$ cat src/flash_cmd_map.vh
// opcode, status field and sequencing constants of the command decoder
`ifndef FLASH_CMD_MAP_VH
`define FLASH_CMD_MAP_VH
`define NOP_CMD 8'h00
`define WRITE_STATUS_CMD 8'h01
`define PAGE_WRITE_CMD 8'h02
`define NORMAL_READ_CMD 8'h03
`define CLEAR_WRITE_LATCH_CMD 8'h04
`define READ_STATUS_CMD 8'h05
`define SET_WRITE_LATCH_CMD 8'h06
`define FAST_READ_CMD 8'h0b
`define SECTOR_ERASE_CMD 8'h20
`define RESUME_CMD 8'h30
`define ENTER_FOUR_WIRE_CMD 8'h35
`define SINGLE_LOCK_CMD 8'h36
`define QUAD_PAGE_WRITE_CMD 8'h38
`define SINGLE_UNLOCK_CMD 8'h39
`define HALF_BLOCK_ERASE_CMD 8'h52
`define CHIP_ERASE_A_CMD 8'h60
`define ARM_RESET_CMD 8'h66
`define READ_MAKER_DEVICE_CMD 8'h90
`define MEM_RESET_CMD 8'h99
`define READ_IDENT_CMD 8'h9f
`define READ_SIGNATURE_CMD 8'hab
`define SUSPEND_CMD 8'hb0
`define DEEP_SLEEP_CMD 8'hb9
`define DUAL_ADDR_READ_CMD 8'hbb
`define CHIP_ERASE_B_CMD 8'hc7
`define BLOCK_ERASE_CMD 8'hd8
`define QUAD_READ_SHORT_DUMMY_CMD 8'he7
`define QUAD_ADDR_READ_CMD 8'heb
`define EXIT_FOUR_WIRE_CMD 8'hf5
`define FAST_READ_DUMMY 4'h8
`define FOUR_WIRE_FAST_DUMMY 4'h4
`define DUAL_READ_DUMMY 4'h4
`define QUAD_READ_DUMMY 4'h6
`define QUAD_SHORT_DUMMY 4'h4
`define LANES_ONE 3'h1
`define LANES_TWO 3'h2
`define LANES_FOUR 3'h4
`define ADDR_LAST_BYTE 2'h2
`define IDENT_LAST_BYTE 2'h2
`define BUSY_FLAG_BIT 0
`define LATCH_FLAG_BIT 1
`define QUAD_ENABLE_BIT 6
`define LOCK_LOW_BLOCK 8'h00
`define LOCK_HIGH_BLOCK 8'hff
`endif

$ cat src/sync_stage.v
// two-flop synchroniser for pin inputs
`timescale 1ns/10ps
`default_nettype none
module sync_stage #(
    parameter W = 6,
    parameter [W-1:0] INIT = {W{1'b0}}
) (
    input wire mclk,
    input wire rst_b,
    input wire [W-1:0] d,
    output reg [W-1:0] q
);
reg [W-1:0] meta_r;

always @(posedge mclk)
begin
    if (!rst_b)
    begin
        meta_r <= INIT;
        q <= INIT;
    end
    else
    begin
        meta_r <= d;
        q <= meta_r;
    end
end
endmodule // sync_stage
`default_nettype wire

$ cat src/flash_cmd_decoder.v
// serial flash command decoder: opcode, address, dummy and data sequencing
`timescale 1ns/10ps
`default_nettype none
`include "flash_cmd_map.vh"
module flash_cmd_decoder #(
    parameter [7:0] MAKER_ID = 8'h5a, // arbitrary value
    parameter [7:0] DEVICE_TYPE_ID = 8'h3c, // arbitrary value
    parameter [7:0] DEVICE_CAP_ID = 8'h17, // arbitrary value
    parameter [23:0] BUSY_CYCLES = 24'h0007d0
) (
    input wire mclk,
    input wire rst_b,
    input wire chipSelB,
    input wire serialClk,
    input wire [3:0] dataIn,
    output reg [3:0] dataOut,
    output reg [3:0] dataOe,
    output reg [23:0] arrayAddr,
    output reg arrayReadStrobe,
    input wire [7:0] arrayData,
    output reg progStrobe,
    output reg [7:0] progByte,
    output reg opStart,
    output reg [7:0] opCode,
    output reg [23:0] opAddr,
    output reg lockStrobe,
    output reg lockSet,
    output reg lockSector,
    output reg [23:0] lockAddr,
    output reg memReset,
    output reg fourWireCommandMode,
    output reg deepSleep,
    output reg suspended,
    output reg writeEnableLatch,
    output wire writeInProgressFlag,
    output wire quadEnableFlag
);
localparam [2:0] PH_OPC = 3'h0, PH_ADDR = 3'h1, PH_DUM = 3'h2,
    PH_DIN = 3'h3, PH_DOUT = 3'h4, PH_DONE = 3'h5, PH_IGN = 3'h6;
localparam [1:0] CL_CTL = 2'h0, CL_ADR = 2'h1, CL_DIN = 2'h2, CL_RD = 2'h3;

wire [5:0] syncOut;
reg csPrev_r, clkPrev_r;
reg [2:0] phase_r, wid_r, outW_r;
reg [2:0] bitCnt_r;
reg [7:0] shift_r, cmd_r;
reg [5:0] statusNv_r;
reg [23:0] addr_r, busyCnt_r;
reg [1:0] addrCnt_r, outIdx_r, cls_r;
reg [3:0] dumCnt_r, dumNeed_r;
reg [7:0] outShift_r, inByte, nextByte;
reg needLoad_r, gotData_r, armed_r;
reg dOk, dNoAddr, dArr, dWel;
reg [1:0] dCls;
reg [2:0] dAddrW, dOutW;
reg [3:0] dDum;
reg [3:0] sum;
reg [7:0] statusByte;

sync_stage #(.W(6), .INIT(6'h01)) pinSync (
    .mclk(mclk),
    .rst_b(rst_b),
    .d({dataIn, serialClk, chipSelB}),
    .q(syncOut)
);

wire csB = syncOut[0];
wire sclk = syncOut[1];
wire [3:0] din = syncOut[5:2];
wire csFall = csPrev_r & ~csB;
wire csRise = ~csPrev_r & csB;
wire clkRise = ~csB & ~clkPrev_r & sclk;
wire clkFall = ~csB & clkPrev_r & ~sclk;
wire byteEnd = sum[3];
wire boundary = (bitCnt_r == 3'h0);

assign writeInProgressFlag = (busyCnt_r != 24'h0) & ~suspended;
assign quadEnableFlag = statusNv_r[`QUAD_ENABLE_BIT - 2];

always @*
begin
    statusByte = {statusNv_r, 2'b00};
    statusByte[`BUSY_FLAG_BIT] = writeInProgressFlag;
    statusByte[`LATCH_FLAG_BIT] = writeEnableLatch;
    sum = {1'b0, bitCnt_r} + {1'b0, wid_r};
    if (wid_r == `LANES_ONE)
        inByte = {shift_r[6:0], din[0]};
    else if (wid_r == `LANES_TWO)
        inByte = {shift_r[5:0], din[1:0]};
    else
        inByte = {shift_r[3:0], din};
    case (cmd_r)
        `READ_STATUS_CMD: nextByte = statusByte;
        `READ_IDENT_CMD: nextByte = (outIdx_r == 2'h0) ? MAKER_ID :
            (outIdx_r == 2'h1) ? DEVICE_TYPE_ID : DEVICE_CAP_ID;
        `READ_MAKER_DEVICE_CMD: nextByte = (outIdx_r[0] ^ addr_r[0]) ?
            DEVICE_CAP_ID : MAKER_ID;
        `READ_SIGNATURE_CMD: nextByte = DEVICE_CAP_ID;
        default: nextByte = arrayData;
    endcase
end

// opcode decode of the byte just completed
always @*
begin
    dOk = 1'b1;
    dCls = CL_CTL;
    dNoAddr = 1'b0;
    dArr = 1'b0;
    dWel = 1'b0;
    dAddrW = fourWireCommandMode ? `LANES_FOUR : `LANES_ONE;
    dOutW = dAddrW;
    dDum = 4'h0;
    case (inByte)
        `SET_WRITE_LATCH_CMD, `CLEAR_WRITE_LATCH_CMD, `DEEP_SLEEP_CMD,
        `SUSPEND_CMD, `RESUME_CMD, `ARM_RESET_CMD, `MEM_RESET_CMD,
        `ENTER_FOUR_WIRE_CMD, `EXIT_FOUR_WIRE_CMD, `NOP_CMD:
            dCls = CL_CTL;
        `CHIP_ERASE_A_CMD, `CHIP_ERASE_B_CMD:
        begin
            dArr = 1'b1;
            dWel = 1'b1;
        end
        `READ_STATUS_CMD:
        begin
            dCls = CL_RD;
            dNoAddr = 1'b1;
        end
        `READ_IDENT_CMD:
        begin
            dCls = CL_RD;
            dNoAddr = 1'b1;
            dArr = 1'b1;
        end
        `READ_MAKER_DEVICE_CMD, `READ_SIGNATURE_CMD:
            dCls = CL_RD;
        `WRITE_STATUS_CMD:
        begin
            dCls = CL_DIN;
            dNoAddr = 1'b1;
            dArr = 1'b1;
            dWel = 1'b1;
        end
        `PAGE_WRITE_CMD, `QUAD_PAGE_WRITE_CMD:
        begin
            dCls = CL_DIN;
            dArr = 1'b1;
            dWel = 1'b1;
            if (inByte == `QUAD_PAGE_WRITE_CMD)
            begin
                dAddrW = `LANES_FOUR;
                dOk = fourWireCommandMode | quadEnableFlag;
            end
        end
        `SECTOR_ERASE_CMD, `HALF_BLOCK_ERASE_CMD, `BLOCK_ERASE_CMD:
        begin
            dCls = CL_ADR;
            dArr = 1'b1;
            dWel = 1'b1;
        end
        `SINGLE_LOCK_CMD, `SINGLE_UNLOCK_CMD:
        begin
            dCls = CL_ADR;
            dArr = 1'b1;
        end
        `NORMAL_READ_CMD:
        begin
            dCls = CL_RD;
            dArr = 1'b1;
        end
        `FAST_READ_CMD:
        begin
            dCls = CL_RD;
            dArr = 1'b1;
            dDum = fourWireCommandMode ? `FOUR_WIRE_FAST_DUMMY :
                `FAST_READ_DUMMY;
        end
        `DUAL_ADDR_READ_CMD:
        begin
            dCls = CL_RD;
            dArr = 1'b1;
            dAddrW = `LANES_TWO;
            dOutW = `LANES_TWO;
            dDum = `DUAL_READ_DUMMY;
            dOk = ~fourWireCommandMode;
        end
        `QUAD_ADDR_READ_CMD, `QUAD_READ_SHORT_DUMMY_CMD:
        begin
            dCls = CL_RD;
            dArr = 1'b1;
            dAddrW = `LANES_FOUR;
            dOutW = `LANES_FOUR;
            dDum = (inByte == `QUAD_ADDR_READ_CMD) ? `QUAD_READ_DUMMY :
                `QUAD_SHORT_DUMMY;
            dOk = fourWireCommandMode | quadEnableFlag;
        end
        default:
            dOk = 1'b0;
    endcase
    if (dArr & writeInProgressFlag)
        dOk = 1'b0;
    if (dWel & ~writeEnableLatch)
        dOk = 1'b0;
    if (deepSleep & (inByte != `READ_SIGNATURE_CMD) &
        (inByte != `ARM_RESET_CMD) & (inByte != `MEM_RESET_CMD))
        dOk = 1'b0;
end

always @(posedge mclk)
begin
    if (!rst_b)
    begin
        csPrev_r <= 1'b1;
        clkPrev_r <= 1'b0;
        phase_r <= PH_IGN;
        wid_r <= `LANES_ONE;
        outW_r <= `LANES_ONE;
        bitCnt_r <= 3'h0;
        shift_r <= 8'h00;
        cmd_r <= 8'h00;
        statusNv_r <= 6'h00;
        addr_r <= 24'h000000;
        busyCnt_r <= 24'h000000;
        addrCnt_r <= 2'h0;
        outIdx_r <= 2'h0;
        cls_r <= CL_CTL;
        dumCnt_r <= 4'h0;
        dumNeed_r <= 4'h0;
        outShift_r <= 8'h00;
        needLoad_r <= 1'b0;
        gotData_r <= 1'b0;
        armed_r <= 1'b0;
        dataOut <= 4'h0;
        dataOe <= 4'h0;
        arrayAddr <= 24'h000000;
        arrayReadStrobe <= 1'b0;
        progStrobe <= 1'b0;
        progByte <= 8'h00;
        opStart <= 1'b0;
        opCode <= 8'h00;
        opAddr <= 24'h000000;
        lockStrobe <= 1'b0;
        lockSet <= 1'b0;
        lockSector <= 1'b0;
        lockAddr <= 24'h000000;
        memReset <= 1'b0;
        fourWireCommandMode <= 1'b0;
        deepSleep <= 1'b0;
        suspended <= 1'b0;
        writeEnableLatch <= 1'b0;
    end
    else
    begin
        csPrev_r <= csB;
        clkPrev_r <= sclk;
        arrayReadStrobe <= 1'b0;
        progStrobe <= 1'b0;
        opStart <= 1'b0;
        lockStrobe <= 1'b0;
        memReset <= 1'b0;
        if (writeInProgressFlag)
        begin
            busyCnt_r <= busyCnt_r - 24'h000001;
            if (busyCnt_r == 24'h000001)
                writeEnableLatch <= 1'b0;
        end
        if (csFall)
        begin
            phase_r <= PH_OPC;
            wid_r <= fourWireCommandMode ? `LANES_FOUR : `LANES_ONE;
            bitCnt_r <= 3'h0;
            addrCnt_r <= 2'h0;
            dumCnt_r <= 4'h0;
            gotData_r <= 1'b0;
        end
        else if (csRise)
        begin
            phase_r <= PH_IGN;
            dataOe <= 4'h0;
            needLoad_r <= 1'b0;
            armed_r <= 1'b0;
            if (boundary & ((phase_r == PH_DONE) |
                ((phase_r == PH_DIN) & gotData_r)))
            begin
                case (cmd_r)
                    `SET_WRITE_LATCH_CMD: writeEnableLatch <= 1'b1;
                    `CLEAR_WRITE_LATCH_CMD:
                        writeEnableLatch <= 1'b0;
                    `DEEP_SLEEP_CMD: deepSleep <= 1'b1;
                    `SUSPEND_CMD:
                        if (writeInProgressFlag)
                        begin
                            suspended <= 1'b1;
                            writeEnableLatch <= 1'b0;
                        end
                    `RESUME_CMD: suspended <= 1'b0;
                    `ARM_RESET_CMD: armed_r <= 1'b1;
                    `MEM_RESET_CMD:
                        if (armed_r)
                        begin
                            memReset <= 1'b1;
                            writeEnableLatch <= 1'b0;
                            fourWireCommandMode <= 1'b0;
                            deepSleep <= 1'b0;
                            suspended <= 1'b0;
                            busyCnt_r <= 24'h000000;
                        end
                    `ENTER_FOUR_WIRE_CMD: fourWireCommandMode <= 1'b1;
                    `EXIT_FOUR_WIRE_CMD: fourWireCommandMode <= 1'b0;
                    `SINGLE_LOCK_CMD, `SINGLE_UNLOCK_CMD:
                    begin
                        lockStrobe <= 1'b1;
                        lockSet <= (cmd_r == `SINGLE_LOCK_CMD);
                        lockSector <= (addr_r[23:16] == `LOCK_LOW_BLOCK) |
                            (addr_r[23:16] == `LOCK_HIGH_BLOCK);
                        lockAddr <= ((addr_r[23:16] == `LOCK_LOW_BLOCK) |
                            (addr_r[23:16] == `LOCK_HIGH_BLOCK)) ?
                            {addr_r[23:12], 12'h000} :
                            {addr_r[23:16], 16'h0000};
                    end
                    `NOP_CMD: armed_r <= 1'b0;
                    default:
                    begin
                        opStart <= 1'b1;
                        opCode <= cmd_r;
                        opAddr <= addr_r;
                        busyCnt_r <= BUSY_CYCLES;
                        if (cmd_r == `WRITE_STATUS_CMD)
                            statusNv_r <= progByte[7:2];
                    end
                endcase
            end
        end
        else if (clkRise & (phase_r != PH_IGN) & (phase_r != PH_DOUT))
        begin
            shift_r <= inByte;
            bitCnt_r <= sum[2:0];
            if (phase_r == PH_DUM)
            begin
                dumCnt_r <= dumCnt_r + 4'h1;
                if (dumCnt_r + 4'h1 == dumNeed_r)
                    phase_r <= PH_DOUT;
            end
            if (byteEnd)
            begin
                case (phase_r)
                    PH_OPC:
                    begin
                        cmd_r <= inByte;
                        cls_r <= dCls;
                        outW_r <= dOutW;
                        dumNeed_r <= dDum;
                        wid_r <= dAddrW;
                        outIdx_r <= 2'h0;
                        if (!dOk)
                            phase_r <= PH_IGN;
                        else if (dCls == CL_CTL)
                            phase_r <= PH_DONE;
                        else if (!dNoAddr)
                            phase_r <= PH_ADDR;
                        else if (dCls == CL_DIN)
                            phase_r <= PH_DIN;
                        else
                            phase_r <= PH_DOUT;
                        if (dOk & (inByte == `READ_SIGNATURE_CMD))
                            deepSleep <= 1'b0;
                    end
                    PH_ADDR:
                    begin
                        addr_r <= {addr_r[15:0], inByte};
                        addrCnt_r <= addrCnt_r + 2'h1;
                        if (addrCnt_r == `ADDR_LAST_BYTE)
                        begin
                            if (cls_r == CL_ADR)
                                phase_r <= PH_DONE;
                            else if (cls_r == CL_DIN)
                                phase_r <= PH_DIN;
                            else if (dumNeed_r != 4'h0)
                                phase_r <= PH_DUM;
                            else
                                phase_r <= PH_DOUT;
                        end
                    end
                    PH_DIN:
                    begin
                        gotData_r <= 1'b1;
                        progByte <= inByte;
                        progStrobe <= (cmd_r != `WRITE_STATUS_CMD);
                    end
                    // dummy phase may end on a byte end: leave phase alone
                    default:
                        ;
                endcase
            end
        end
        else if (clkFall & (phase_r == PH_DOUT) & ~needLoad_r)
        begin
            if (outW_r == `LANES_ONE)
                dataOut <= {2'b00, outShift_r[7], 1'b0};
            else if (outW_r == `LANES_TWO)
                dataOut <= {2'b00, outShift_r[7:6]};
            else
                dataOut <= outShift_r[7:4];
            dataOe <= (outW_r == `LANES_ONE) ? 4'h2 :
                (outW_r == `LANES_TWO) ? 4'h3 : 4'hf;
            outShift_r <= outShift_r << outW_r;
            bitCnt_r <= bitCnt_r + outW_r;
            if ({1'b0, bitCnt_r} + {1'b0, outW_r} == 4'h8)
            begin
                needLoad_r <= 1'b1;
                arrayAddr <= arrayAddr + 24'h000001;
                outIdx_r <= (outIdx_r == `IDENT_LAST_BYTE) ? 2'h0 :
                    outIdx_r + 2'h1;
            end
        end
        if (~csFall & ~csRise & clkRise & (phase_r != PH_DOUT) &
            (phase_r != PH_IGN) & (((phase_r == PH_DUM) &
            (dumCnt_r + 4'h1 == dumNeed_r)) | (byteEnd &
            (((phase_r == PH_OPC) & dOk & dNoAddr & (dCls == CL_RD)) |
            ((phase_r == PH_ADDR) & (addrCnt_r == `ADDR_LAST_BYTE) &
            (cls_r == CL_RD) & (dumNeed_r == 4'h0))))))
        begin
            needLoad_r <= 1'b1;
            bitCnt_r <= 3'h0;
            arrayAddr <= (phase_r == PH_ADDR) ? {addr_r[15:0], inByte} :
                addr_r;
        end
        else if (needLoad_r & ~clkFall & ~csRise & ~csFall)
        begin
            outShift_r <= nextByte;
            needLoad_r <= 1'b0;
            arrayReadStrobe <= (cmd_r != `READ_STATUS_CMD) &
                (cmd_r != `READ_IDENT_CMD) &
                (cmd_r != `READ_MAKER_DEVICE_CMD) &
                (cmd_r != `READ_SIGNATURE_CMD);
        end
    end
end
endmodule // flash_cmd_decoder
`default_nettype wire

$ cat config.mk
export PLATFORM = sky130hd
export DESIGN_NAME = flash_cmd_decoder
export DESIGN_NICKNAME = d
export VERILOG_FILES = /design/src/sync_stage.v /design/src/flash_cmd_decoder.v
export VERILOG_INCLUDE_DIRS = /design/src
export SDC_FILE = /design/constraint.sdc
export NUM_CORES = 1
export LEC_CHECK = 0
export ABC_AREA = 1
export BUFFER_PORTS_ARGS = -buffer_cell sky130_fd_sc_hd__buf_4
export CORE_MARGIN = 5
export CORE_UTILIZATION = 45
export DETAILED_ROUTE_END_ITERATION = 7
export GPL_TIMING_DRIVEN = 0
export PLACE_DENSITY = 0.62
export SYNTH_ARGS = -nofsm -noshare
export SYNTH_HDL_FRONTEND = slang
export SYNTH_SLANG_ARGS = --single-unit
$ cat constraint.sdc
create_clock -name mclk -period 6.45 [get_ports mclk]
set_input_delay 0.9675 -clock mclk [delete_from_list [all_inputs] [get_ports mclk]]
set_output_delay 0.9675 -clock mclk [all_outputs]
set_load 0.05 [all_outputs]
==> results of run 1 <==
-- worst min-delay path by stage --
stage               cells after the start           end  slack [ns]              start
global placement                        2  pinSync.q[4]        0.40  pinSync.meta_r[4]
detailed placement                      2  pinSync.q[4]        0.40  pinSync.meta_r[4]
floorplan                               2  pinSync.q[1]        0.39  pinSync.meta_r[1]
finish                                  2  pinSync.q[4]        0.41  pinSync.meta_r[4]
global route                            2  pinSync.q[5]        0.43  pinSync.meta_r[5]
CTS                                     2  pinSync.q[4]        0.41  pinSync.meta_r[4]
-- placed cells by master, fill, tap and decap left out, types with 15 or more instances in the layout --
cell                        instances
sky130_fd_sc_hd__a211oi_1          27
sky130_fd_sc_hd__a21oi_1          134
sky130_fd_sc_hd__buf_4            128
sky130_fd_sc_hd__clkbuf_1          59
sky130_fd_sc_hd__clkbuf_16         27
sky130_fd_sc_hd__dfxtp_1          213
sky130_fd_sc_hd__ha_1              16
sky130_fd_sc_hd__inv_1            215
sky130_fd_sc_hd__nand2_1          320
sky130_fd_sc_hd__nand3_1          108
sky130_fd_sc_hd__nand4_1           45
sky130_fd_sc_hd__nor2_1           217
sky130_fd_sc_hd__nor3_1            23
sky130_fd_sc_hd__o211ai_1          15
sky130_fd_sc_hd__o21ai_0          159
sky130_fd_sc_hd__xor2_1            17
-- report_power, final --
part           switching [mW]  leakage (nW)  internal (mW)
clock                   0.566         0.425          0.904
sequential             0.0554          1.72           1.38
combinational           0.383          3.74          0.203
-- critical path, delay by kind of cell, from the launching register on --
family	cells	cell delay [ns]
flip-flops	1	0.33
AO/OA/AOI/OAI	2	0.50
AND/OR/NAND/NOR	6	1.03
adder cells (fa/ha/maj)	1	0.66
buffers and inverters	6	1.33
-- registers in the layout (all words and copies together) (netlist names), 6 cells and up --
signal and flops:
shift_r 7, pinSync.q 6, opCode 8, opAddr 24, statusNv_r 6, outShift_r 8
progByte 8, addr_r 24, arrayAddr 24, lockAddr 12, busyCnt_r 24, cmd_r 8
pinSync.meta_r 6
-- stage by stage --
step	setup slack [ns]	utilization [%]	instance area (sq um)	hold WS, ns
2_1_floorplan	3.66	-	11400	0.390
3_3_place_gp	2.61	50.7	12700	0.396
3_5_place_dp	2.60	50.7	12700	0.397
4_1_cts	2.53	54.1	13600	0.411
5_1_grt	2.13	54.1	13600	0.432
6_report	2.50	54.1	13600	0.410
-- final cells by class --
class	instances	area [sq um]
clock buffer	37	773
clock inverter	6	83.8
buffer	85	438
fill	2519	11500
sequential	213	4260
tap	330	413
multi-input combinational	1191	5910
timing repair buffer	112	841
inverter	221	830
-- per-layer routing --
layer | vias to the layer above | global-route usage [%]
met2 | 444 | 42.0
li1 | 5884 | -
met5 | - | 0
met3 | 74 | 4.01
met1 | 5368 | 36.5
met4 | 0 | 7.91
-- cells by family after synthesis --
family	after synthesis	synth area share, %
AOI/OAI and AO/OA	370	17.9
xor gates and xnor gates	31	2.38
adders and majority gates	18	2.11
buffers and inverters	306	11.1
DFF	213	37.4
muxes	2	0.176
other	1	0.0329
and+or+nand+nor	758	28.9
==> impl_summary.log, run 1 <==
[metrics] Core ar.: about 25000 sq um
[metrics] final weighted congestion of routability-driven global placement: 0.945
[metrics] count of final max-slew check failures: 0
[metrics] outcome: completed
[metrics] share of cells above drive strength 1: between 10% and 20%
[metrics] Setup crit end: arrayAddr[11]
[metrics] number of nets still failing antenna checks after routing: 0
[metrics] number of enable-type register cells in the synthesized netlist: 0
[metrics] met3 wire length: between 2 and 3 mm
[metrics] vias post-DR: 11770
[metrics] synthesis-to-finish area growth: 18.9%
[metrics] Relative slew margins: a little over a third
[metrics] post-synth top area share: between 30% and 40%
[metrics] final-report setup violation count: 0
[metrics] critical path required time: roughly 6.9 ns
[metrics] cell taking the most area after synthesis: sky130_fd_sc_hd__dfxtp_1
[metrics] sum of negative setup slack: 0 ns
[metrics] drt initial violations: roughly 1100
[metrics] slowest stage cell, crit path: sky130_fd_sc_hd__fa_1
[metrics] arrival time worst endpoint: about 4.4 ns
[metrics] maximum clock path buffer count: 3
[metrics] total DRC errors in the routed layout: 0
[metrics] leading cell type by number of instances after synthesis: sky130_fd_sc_hd__nand2_1
[metrics] Crit. End Element: flip-flop
[metrics] drt via density: between 5 and 6
[metrics] DRT met1 WL: about 17 mm
[metrics] detailed-routing iteration count for the pre-antenna-repair pass: 6
[metrics] routed wirelength normalized by instance count: 17.6 um
[metrics] Post-CTS Repair Setup Buffers: 0
[metrics] vertical die dimension: approximately 170 um
[metrics] number of antenna repair diodes: 0
[metrics] proportion of register bits with asynchronous set or reset after synthesis: 0%
[metrics] average size of a mapped cell: between 6 and 7 sq um
[metrics] final clock skew: 0.0157 ns
[metrics] pin count of the biggest net entering global routing: 13
[metrics] Sink Count: 213
[metrics] leading post-synthesis cells by cell area: sky130_fd_sc_hd__dfxtp_1 (37%), sky130_fd_sc_hd__nand2_1 (11%), sky130_fd_sc_hd__nor2_1 (7.1%), sky130_fd_sc_hd__inv_1 (7.1%), sky130_fd_sc_hd__o21ai_0 (7.0%)
[metrics] final WL: 38.6 mm
[metrics] total overflow reported by the global router: 0
[metrics] final worst path period need: 3.95 ns
[metrics] beginning of the worst register-to-register path: outW_r[1]
[metrics] clock tree from TritonCTS: built
[metrics] total met2 wirelength after detailed routing: roughly 17 mm
[metrics] kind of path behind the tightest hold check: flip-flop to flip-flop
[metrics] number of nets in the finished design: ~1900
[metrics] number of distinct standard cells referenced by the synthesized netlist: 47
[metrics] final cell count without fillers: 2195
[metrics] slowest cell delay on critical path: around 0.66 ns
[metrics] setup repair after global routing missed its margin: false
[metrics] Chip Width: ~170 um
[metrics] start point of the critical path: outW_r[1]
[metrics] total die area: roughly 29000 sq um
[metrics] register-to-register path setup slack: 2.50 ns
[metrics] CTS buffer count: 26
[metrics] Root Buffer: sky130_fd_sc_hd__clkbuf_16
[metrics] count of input and output buffers: around 110
[metrics] uppermost signal routing layer after detailed routing: met4
[metrics] Post-synth top flop: sky130_fd_sc_hd__dfxtp_1
[metrics] Max Fclk: ~0.25 GHz
[metrics] register bit total from synthesis: roughly 210
[metrics] number of antenna violations at the first check in global routing: 0
[metrics] FF-to-FF End: arrayAddr[11]
[metrics] length in cells of the worst reg-to-reg path: 15
[metrics] power per standard cell area: ~260 nW/um^2
[metrics] post-cts sizing count: 0
[metrics] post-synth design cell area: 11400 sq um
[metrics] total count of hold-check failures in the final report: 0
[metrics] number of global-route vias before repair: between 10000 and 15000
[metrics] cells after synthesis: ~1700
[metrics] Leakage: a little under 6 nW
[metrics] total half-perimeter wirelength after legalization and detailed placement: between 20 and 30 mm
[metrics] H-Tree Level Count: 1
[metrics] count of standard-cell rows: 58
[metrics] global-route wire length before repair: between 60 and 70 mm
[metrics] type of the setup path with the least slack: flip-flop to flip-flop
[metrics] proportion of synthesized chip area in sequential cells: 37.4%
[metrics] number of warning messages in the yosys log: 0
[metrics] overall power of the completed layout: 3.49 mW
[metrics] transition time at the pin with the least slew margin: approximately 0.96 ns
[metrics] Clk Latency, worst-skew pair: 0.53 ns
[metrics] max-cap violation count: 0
[metrics] number of top-level pins: about 130
[metrics] initial cell density of the core: roughly 46%
[metrics] leading post-synthesis cells by instance count: sky130_fd_sc_hd__nand2_1 (320), sky130_fd_sc_hd__nor2_1 (217), sky130_fd_sc_hd__inv_1 (215)
[metrics] GRT Overall Usage: a little over a quarter
[metrics] final critical-path share of the clock period: between 60% and 70%
[metrics] launching element type of the critical path: flip-flop
[metrics] Post-Place Cells: 2152
[metrics] cells along the critical path: clkbuf_1, inv_1, clkbuf_1, fa_1, nand2_1, a211oi_1, inv_1, nor2_1, inv_1, nor2_1, clkbuf_1, nand3_1, nand3_1, nand2_1, a21oi_1
[metrics] worst supply voltage drop on vdd: ~0.00028 V
[metrics] # hold bufs at CTS: 0
[metrics] CP Max Fanout: 10
[metrics] CTS clk-pin slew, worst paths: roughly 0.060 ns
Note: power is estimated with default switching activity, not from simulation.
==> inputs of run 2 (changes only) <==
- ABC_AREA: 1 -> 0
- clock period: 6.45 -> 3.86 ns (I/O delays scaled with it)
==> run 2 against run 1 <==
Total power is 35% higher. Utilization grew 0.35 points. Final cell count decreased by 14%. Critical endpoint is now writeInProgressFlag. First-iteration DRC count increased by 2.0%. Critical path type is now flip-flop to output port. Area after synthesis decreased by 3.5%. Largest cell class unchanged. Critical path depth fell by 9. Worst hold slack lost 0.17 ns. Largest power group unchanged.
==> impl_summary.log, run 2 <==
[metrics] number of fill cells: 2370 (-5.9%)
[metrics] Levels on crit path: 6 (-9)
[metrics] total count of hold-check failures in the final report: 0 (unchanged)
[metrics] Sink Count: 213 (unchanged)
[metrics] met3 track utilization from global routing: 4.38% (+0.37 points)
[metrics] register-to-register path setup slack: 0.19 ns (-2.31 ns)
[metrics] total overflow reported by the global router: 0 (unchanged)
[metrics] Placement Setup Slack: -0.594 ns (-3.19 ns)
[metrics] arrival time worst endpoint: 3.09 ns (-1.31 ns)
[metrics] average size of a mapped cell: 7.83 sq um (+17%)
[metrics] critical path required time: 3.28 ns (-3.62 ns)
[metrics] Internal: 3.65 mW (+47%)
[metrics] commonest non-fill, non-tap cell in the layout: sky130_fd_sc_hd__nand2_1
[metrics] Sw Share: 22.8% (-6.0 points)
[metrics] simple-gate portion of the synthesized area: 27.1% (-1.7 points)
[metrics] launching element type of the critical path: flip-flop
[metrics] global-route wire length before repair: 58.7 mm (-3.4%)
[metrics] area share of fa/ha/maj cells after synthesis: 2.18% (+0.077 points)
[metrics] transition time at the pin with the least slew margin: 1.20 ns (+0.244 ns)
[metrics] slowest cell delay on critical path: 0.60 ns (-0.06 ns)
[metrics] proportion of synthesized chip area in sequential cells: 38.8% (+1.4 points)
[metrics] vias post-DR: 10921 (-7.2%)
[metrics] type of the setup path with the least slack: flip-flop to output port
[metrics] share of cells above drive strength 1: 14.2% (+2.9 points)
[metrics] delay-heaviest family, CP: simple AND/OR/NAND/NOR gates
[metrics] final critical-path share of the clock period: about 95%
[metrics] synthesis-to-finish area growth: 19.8%
[metrics] final weighted congestion of routability-driven global placement: 0.954 (+0.91%)
[metrics] number of enable-type register cells in the synthesized netlist: 0 (unchanged)
[metrics] leading cell type by number of instances after synthesis: sky130_fd_sc_hd__nand2_1
[metrics] switching power: 1.08 mW (+7.1%)
[metrics] register bit total from synthesis: 213 (unchanged)
[metrics] cell taking the most area after synthesis: sky130_fd_sc_hd__dfxtp_1
[metrics] count of standard-cell rows: 57 (-1.7%)
[metrics] Crit. End Element: output port
[metrics] number of warning messages in the yosys log: 0 (unchanged)
[metrics] count of final max-slew check failures: 0 (unchanged)
[metrics] met1 track demand over resource: 36.4% (-0.089 points)
[metrics] total DRC errors in the routed layout: 0 (unchanged)
[metrics] worst supply voltage drop on vdd: 0.000372 V (+33%)
[metrics] number of top-level pins: 125 (unchanged)
[metrics] Sequential cell area: 4270 sq um (about the same)
[metrics] proportion of register bits with asynchronous set or reset after synthesis: 0% (unchanged)
[metrics] setup repair after global routing missed its margin: false
[metrics] final hold slack: 0.238 ns (-0.172 ns)
[metrics] total die area: 27700 sq um (-3.3%)
[metrics] highest-count cells in the layout ignoring fill and taps: sky130_fd_sc_hd__nand2_1 (250), sky130_fd_sc_hd__dfxtp_1 (212), sky130_fd_sc_hd__a21oi_1 (142)
[metrics] power per standard cell area: 359 nW/um^2 (+39%)
[metrics] highest-utilization routing layer at the global route stage: met2
[metrics] slowest stage cell, crit path: sky130_fd_sc_hd__or4_1
[metrics] GRT Overall Usage: 25.8% (-0.39 points)
[metrics] maximum clock path buffer count: 3 (unchanged)
[metrics] cells along the critical path: or4_1, nor4_1, nor4bb_1, a21o_1, inv_2, buf_4
[metrics] vertical die dimension: 166 um (-1.7%)
[metrics] final-report setup violation count: 0 (unchanged)
[metrics] # hold bufs at CTS: 0 (unchanged)
[metrics] Cell Area, Placed: 12300 sq um (-3.2%)
[metrics] beginning of the worst register-to-register path: wid_r[2]
[metrics] post-synth top area share: 38.8% (+1.4 points)
[metrics] number of cells on the worst hold path: 2 (unchanged)
[metrics] Clk Latency, worst-skew pair: 0.53 ns (about the same)
[metrics] worst setup slack after layout: 0.188 ns (-2.31 ns)
[metrics] post-synth design cell area: 11000 sq um (-3.5%)
[metrics] fraction of synthesized area in multiplexers: 3.32% (+3.1 points)
[metrics] sum of negative setup slack: 0 ns (unchanged)
[metrics] Hold Crit Endpoint: pinSync.meta_r[0]
[metrics] detailed-routing iteration count for the pre-antenna-repair pass: 5 (-1)
[metrics] total half-perimeter wirelength after legalization and detailed placement: 27.8 mm (-6.6%)
[metrics] Root Buffer: sky130_fd_sc_hd__clkbuf_16
[metrics] Chip Width: 166 um (-1.7%)
[metrics] drt initial violations: 1105 (+2.0%)
[metrics] cells after synthesis: 1405 (-17%)
[metrics] number of antenna violations at the first check in global routing: 0 (unchanged)
[metrics] Max Fclk: 0.272 GHz
[metrics] clock tree from TritonCTS: built
[metrics] relative contribution of sequential cells to total power: 46.9% (+5.8 points)
[metrics] max-cap violation count: 0 (unchanged)
[metrics] outcome: completed
[metrics] number of nets in the finished design: 1588 (-16%)
[metrics] number of nets still failing antenna checks after routing: 0 (unchanged)
[metrics] routed wirelength normalized by instance count: 19.7 um (+12%)
[metrics] Comb power frac: 4.2% (-13 points)
[metrics] xor/xnor cell area share of the yosys netlist: 4.14% (+1.8 points)
[metrics] final WL: 37.2 mm (-3.7%)
[metrics] final cell count without fillers: 1890 (-14%)
[metrics] dominant combinational cell family by area after synthesis: simple AND/OR/NAND/NOR gates
[metrics] CTS buffer count: 23 (-12%)
[metrics] drt via density: 5.78 (+7.8%)
[metrics] length in cells of the worst reg-to-reg path: 13 (-2)
[metrics] CTS clk-pin slew, worst paths: 0.06 ns (about the same)
[metrics] GRT met2 Usage: 41.2% (-0.82 points)
[metrics] final clock skew: 0.0173 ns (+0.00158 ns)
[metrics] pin count of the biggest net entering global routing: 14 (+1)
[metrics] part of the total power dissipated in the clock network: 49.0% (+6.9 points)
[metrics] number of distinct standard cells referenced by the synthesized netlist: 85 (+81%)
[metrics] Min-Delay Startpoint: chipSelB
[metrics] FF-to-FF End: arrayAddr[18]
[metrics] Post-synth top flop: sky130_fd_sc_hd__dfxtp_1
[metrics] total buffers and inverters traversed by the critical path: 2 (-4)
[metrics] Relative slew margins: 19.5% (-17 points)
[metrics] Post-Place Cells: 1852 (-14%)
[metrics] number of antenna repair diodes: 0 (unchanged)
[metrics] combined area of the multi-input logic cells: 6300 sq um (+6.7%)
[metrics] leading post-synthesis cells by cell area: sky130_fd_sc_hd__dfxtp_1 (39%), sky130_fd_sc_hd__nand2_1 (8.6%), sky130_fd_sc_hd__a21oi_1 (6.6%), sky130_fd_sc_hd__nor2_1 (4.4%), sky130_fd_sc_hd__xnor2_1 (3.1%)
[metrics] fraction of the mapped netlist area in compound gates: 19.3% (+1.4 points)
[metrics] kind of path behind the tightest hold check: input pin to flip-flop
[metrics] Core ar.: 24200 sq um (-3.4%)
[metrics] initial cell density of the core: 45.5% (-0.048 points)
[metrics] count of input and output buffers: 112 (unchanged)
[metrics] H-Tree Level Count: 1 (unchanged)
[metrics] leading post-synthesis cells by instance count: sky130_fd_sc_hd__nand2_1 (253), sky130_fd_sc_hd__dfxtp_1 (213), sky130_fd_sc_hd__a21oi_1 (146)
[metrics] post-layout instance area: 13200 sq um (-2.8%)
[metrics] final worst path period need: roughly 3.7 ns
[metrics] number of global-route vias before repair: 10297 (-7.0%)
[metrics] CP Max Fanout: 10 (unchanged)
[metrics] Leakage: 4.76 nW (-19%)
[run 2: changes by cell type in the layout (fill, tap and decap cells not counted), sizes merged, moves of 16 or more]
| cell | before | now |
|---|---|---|
| inv | 221 | 30 |
| o21ai | 159 | 47 |
| nor2 | 226 | 129 |
| nand2 | 330 | 253 |
| nand3 | 112 | 43 |
| nor3 | 23 | 55 |
| mux2i | 2 | 32 |
| nand4 | 45 | 15 |
| xnor2 | 14 | 39 |
| and2 | 0 | 17 |
| and3 | 0 | 16 |
[run 2: routing by layer]
metal	wire length (um)	up-vias
met5	0	-
met4	823	0
met3	3180	62
met2	16500	435
met1	16600	5175
li1	-	5249
[run 2: cell families (layout without fill, tap and decap cells)]
| family | count (synthesis) | in the layout |
|---|---|---|
| buffers and inverters | 127 | 277 |
| AO/OA/AOI/OAI | 329 | 329 |
| XOR/XNOR | 52 | 52 |
| flip-flops | 213 | 213 |
| other | 1 | 12 |
| adder cells (fa/ha/maj) | 18 | 18 |
| multiplexers | 35 | 35 |
| AND/OR/NAND/NOR | 630 | 630 |
[run 2: area by class of cell]
cell class	instances	share of cell area, %
sequential	213	32.4
inverter	30	0.855
tap	324	3.08
clock buffer	31	4.98
timing repair buffer	113	6.44
clock inverter	6	0.912
multi-input combinational	1076	47.9
buffer	97	3.50
[run 2: timing repair]
action | in CTS | in global routing
pin swaps | 0 | 1
gates resized for setup | 10 | 22
setup buffers | 0 | 1
setup endpoints to repair | 37 | 62
[run 2: power by group through the flow]
stage / Clock [mW] / Sequential [mW] / Combinational, mW
after floorplan: 0 / 2.26 / 0.122
after global placement: 0 / 2.26 / 0.193
after detailed placement: 0 / 2.26 / 0.192
after CTS: 2.35 / 2.21 / 0.194
after global routing: 2.44 / 2.21 / 0.210
final: 2.31 / 2.21 / 0.198
[run 2: stage by stage]
stage / util (%) / total power [mW]
floorplan: - / 2.39
global placement: 50.8 / 2.46
detailed placement: 50.8 / 2.46
CTS: 54.2 / 4.76
global route: 54.5 / 4.86
finish: 54.5 / 4.73
[run 2: worst max-delay path by stage]
stage | start | slack (ns) | to
after global placement | pinSync.q[1] | -0.61 | arrayAddr[21]
after global routing | wid_r[1] | 0.01 | arrayAddr[5]
final | busyCnt_r[4] | 0.19 | writeInProgressFlag
after detailed placement | pinSync.q[0] | -0.59 | arrayAddr[5]
after CTS | wid_r[1] | 0.04 | arrayAddr[5]
after floorplan | outW_r[1] | 0.62 | arrayAddr[12]
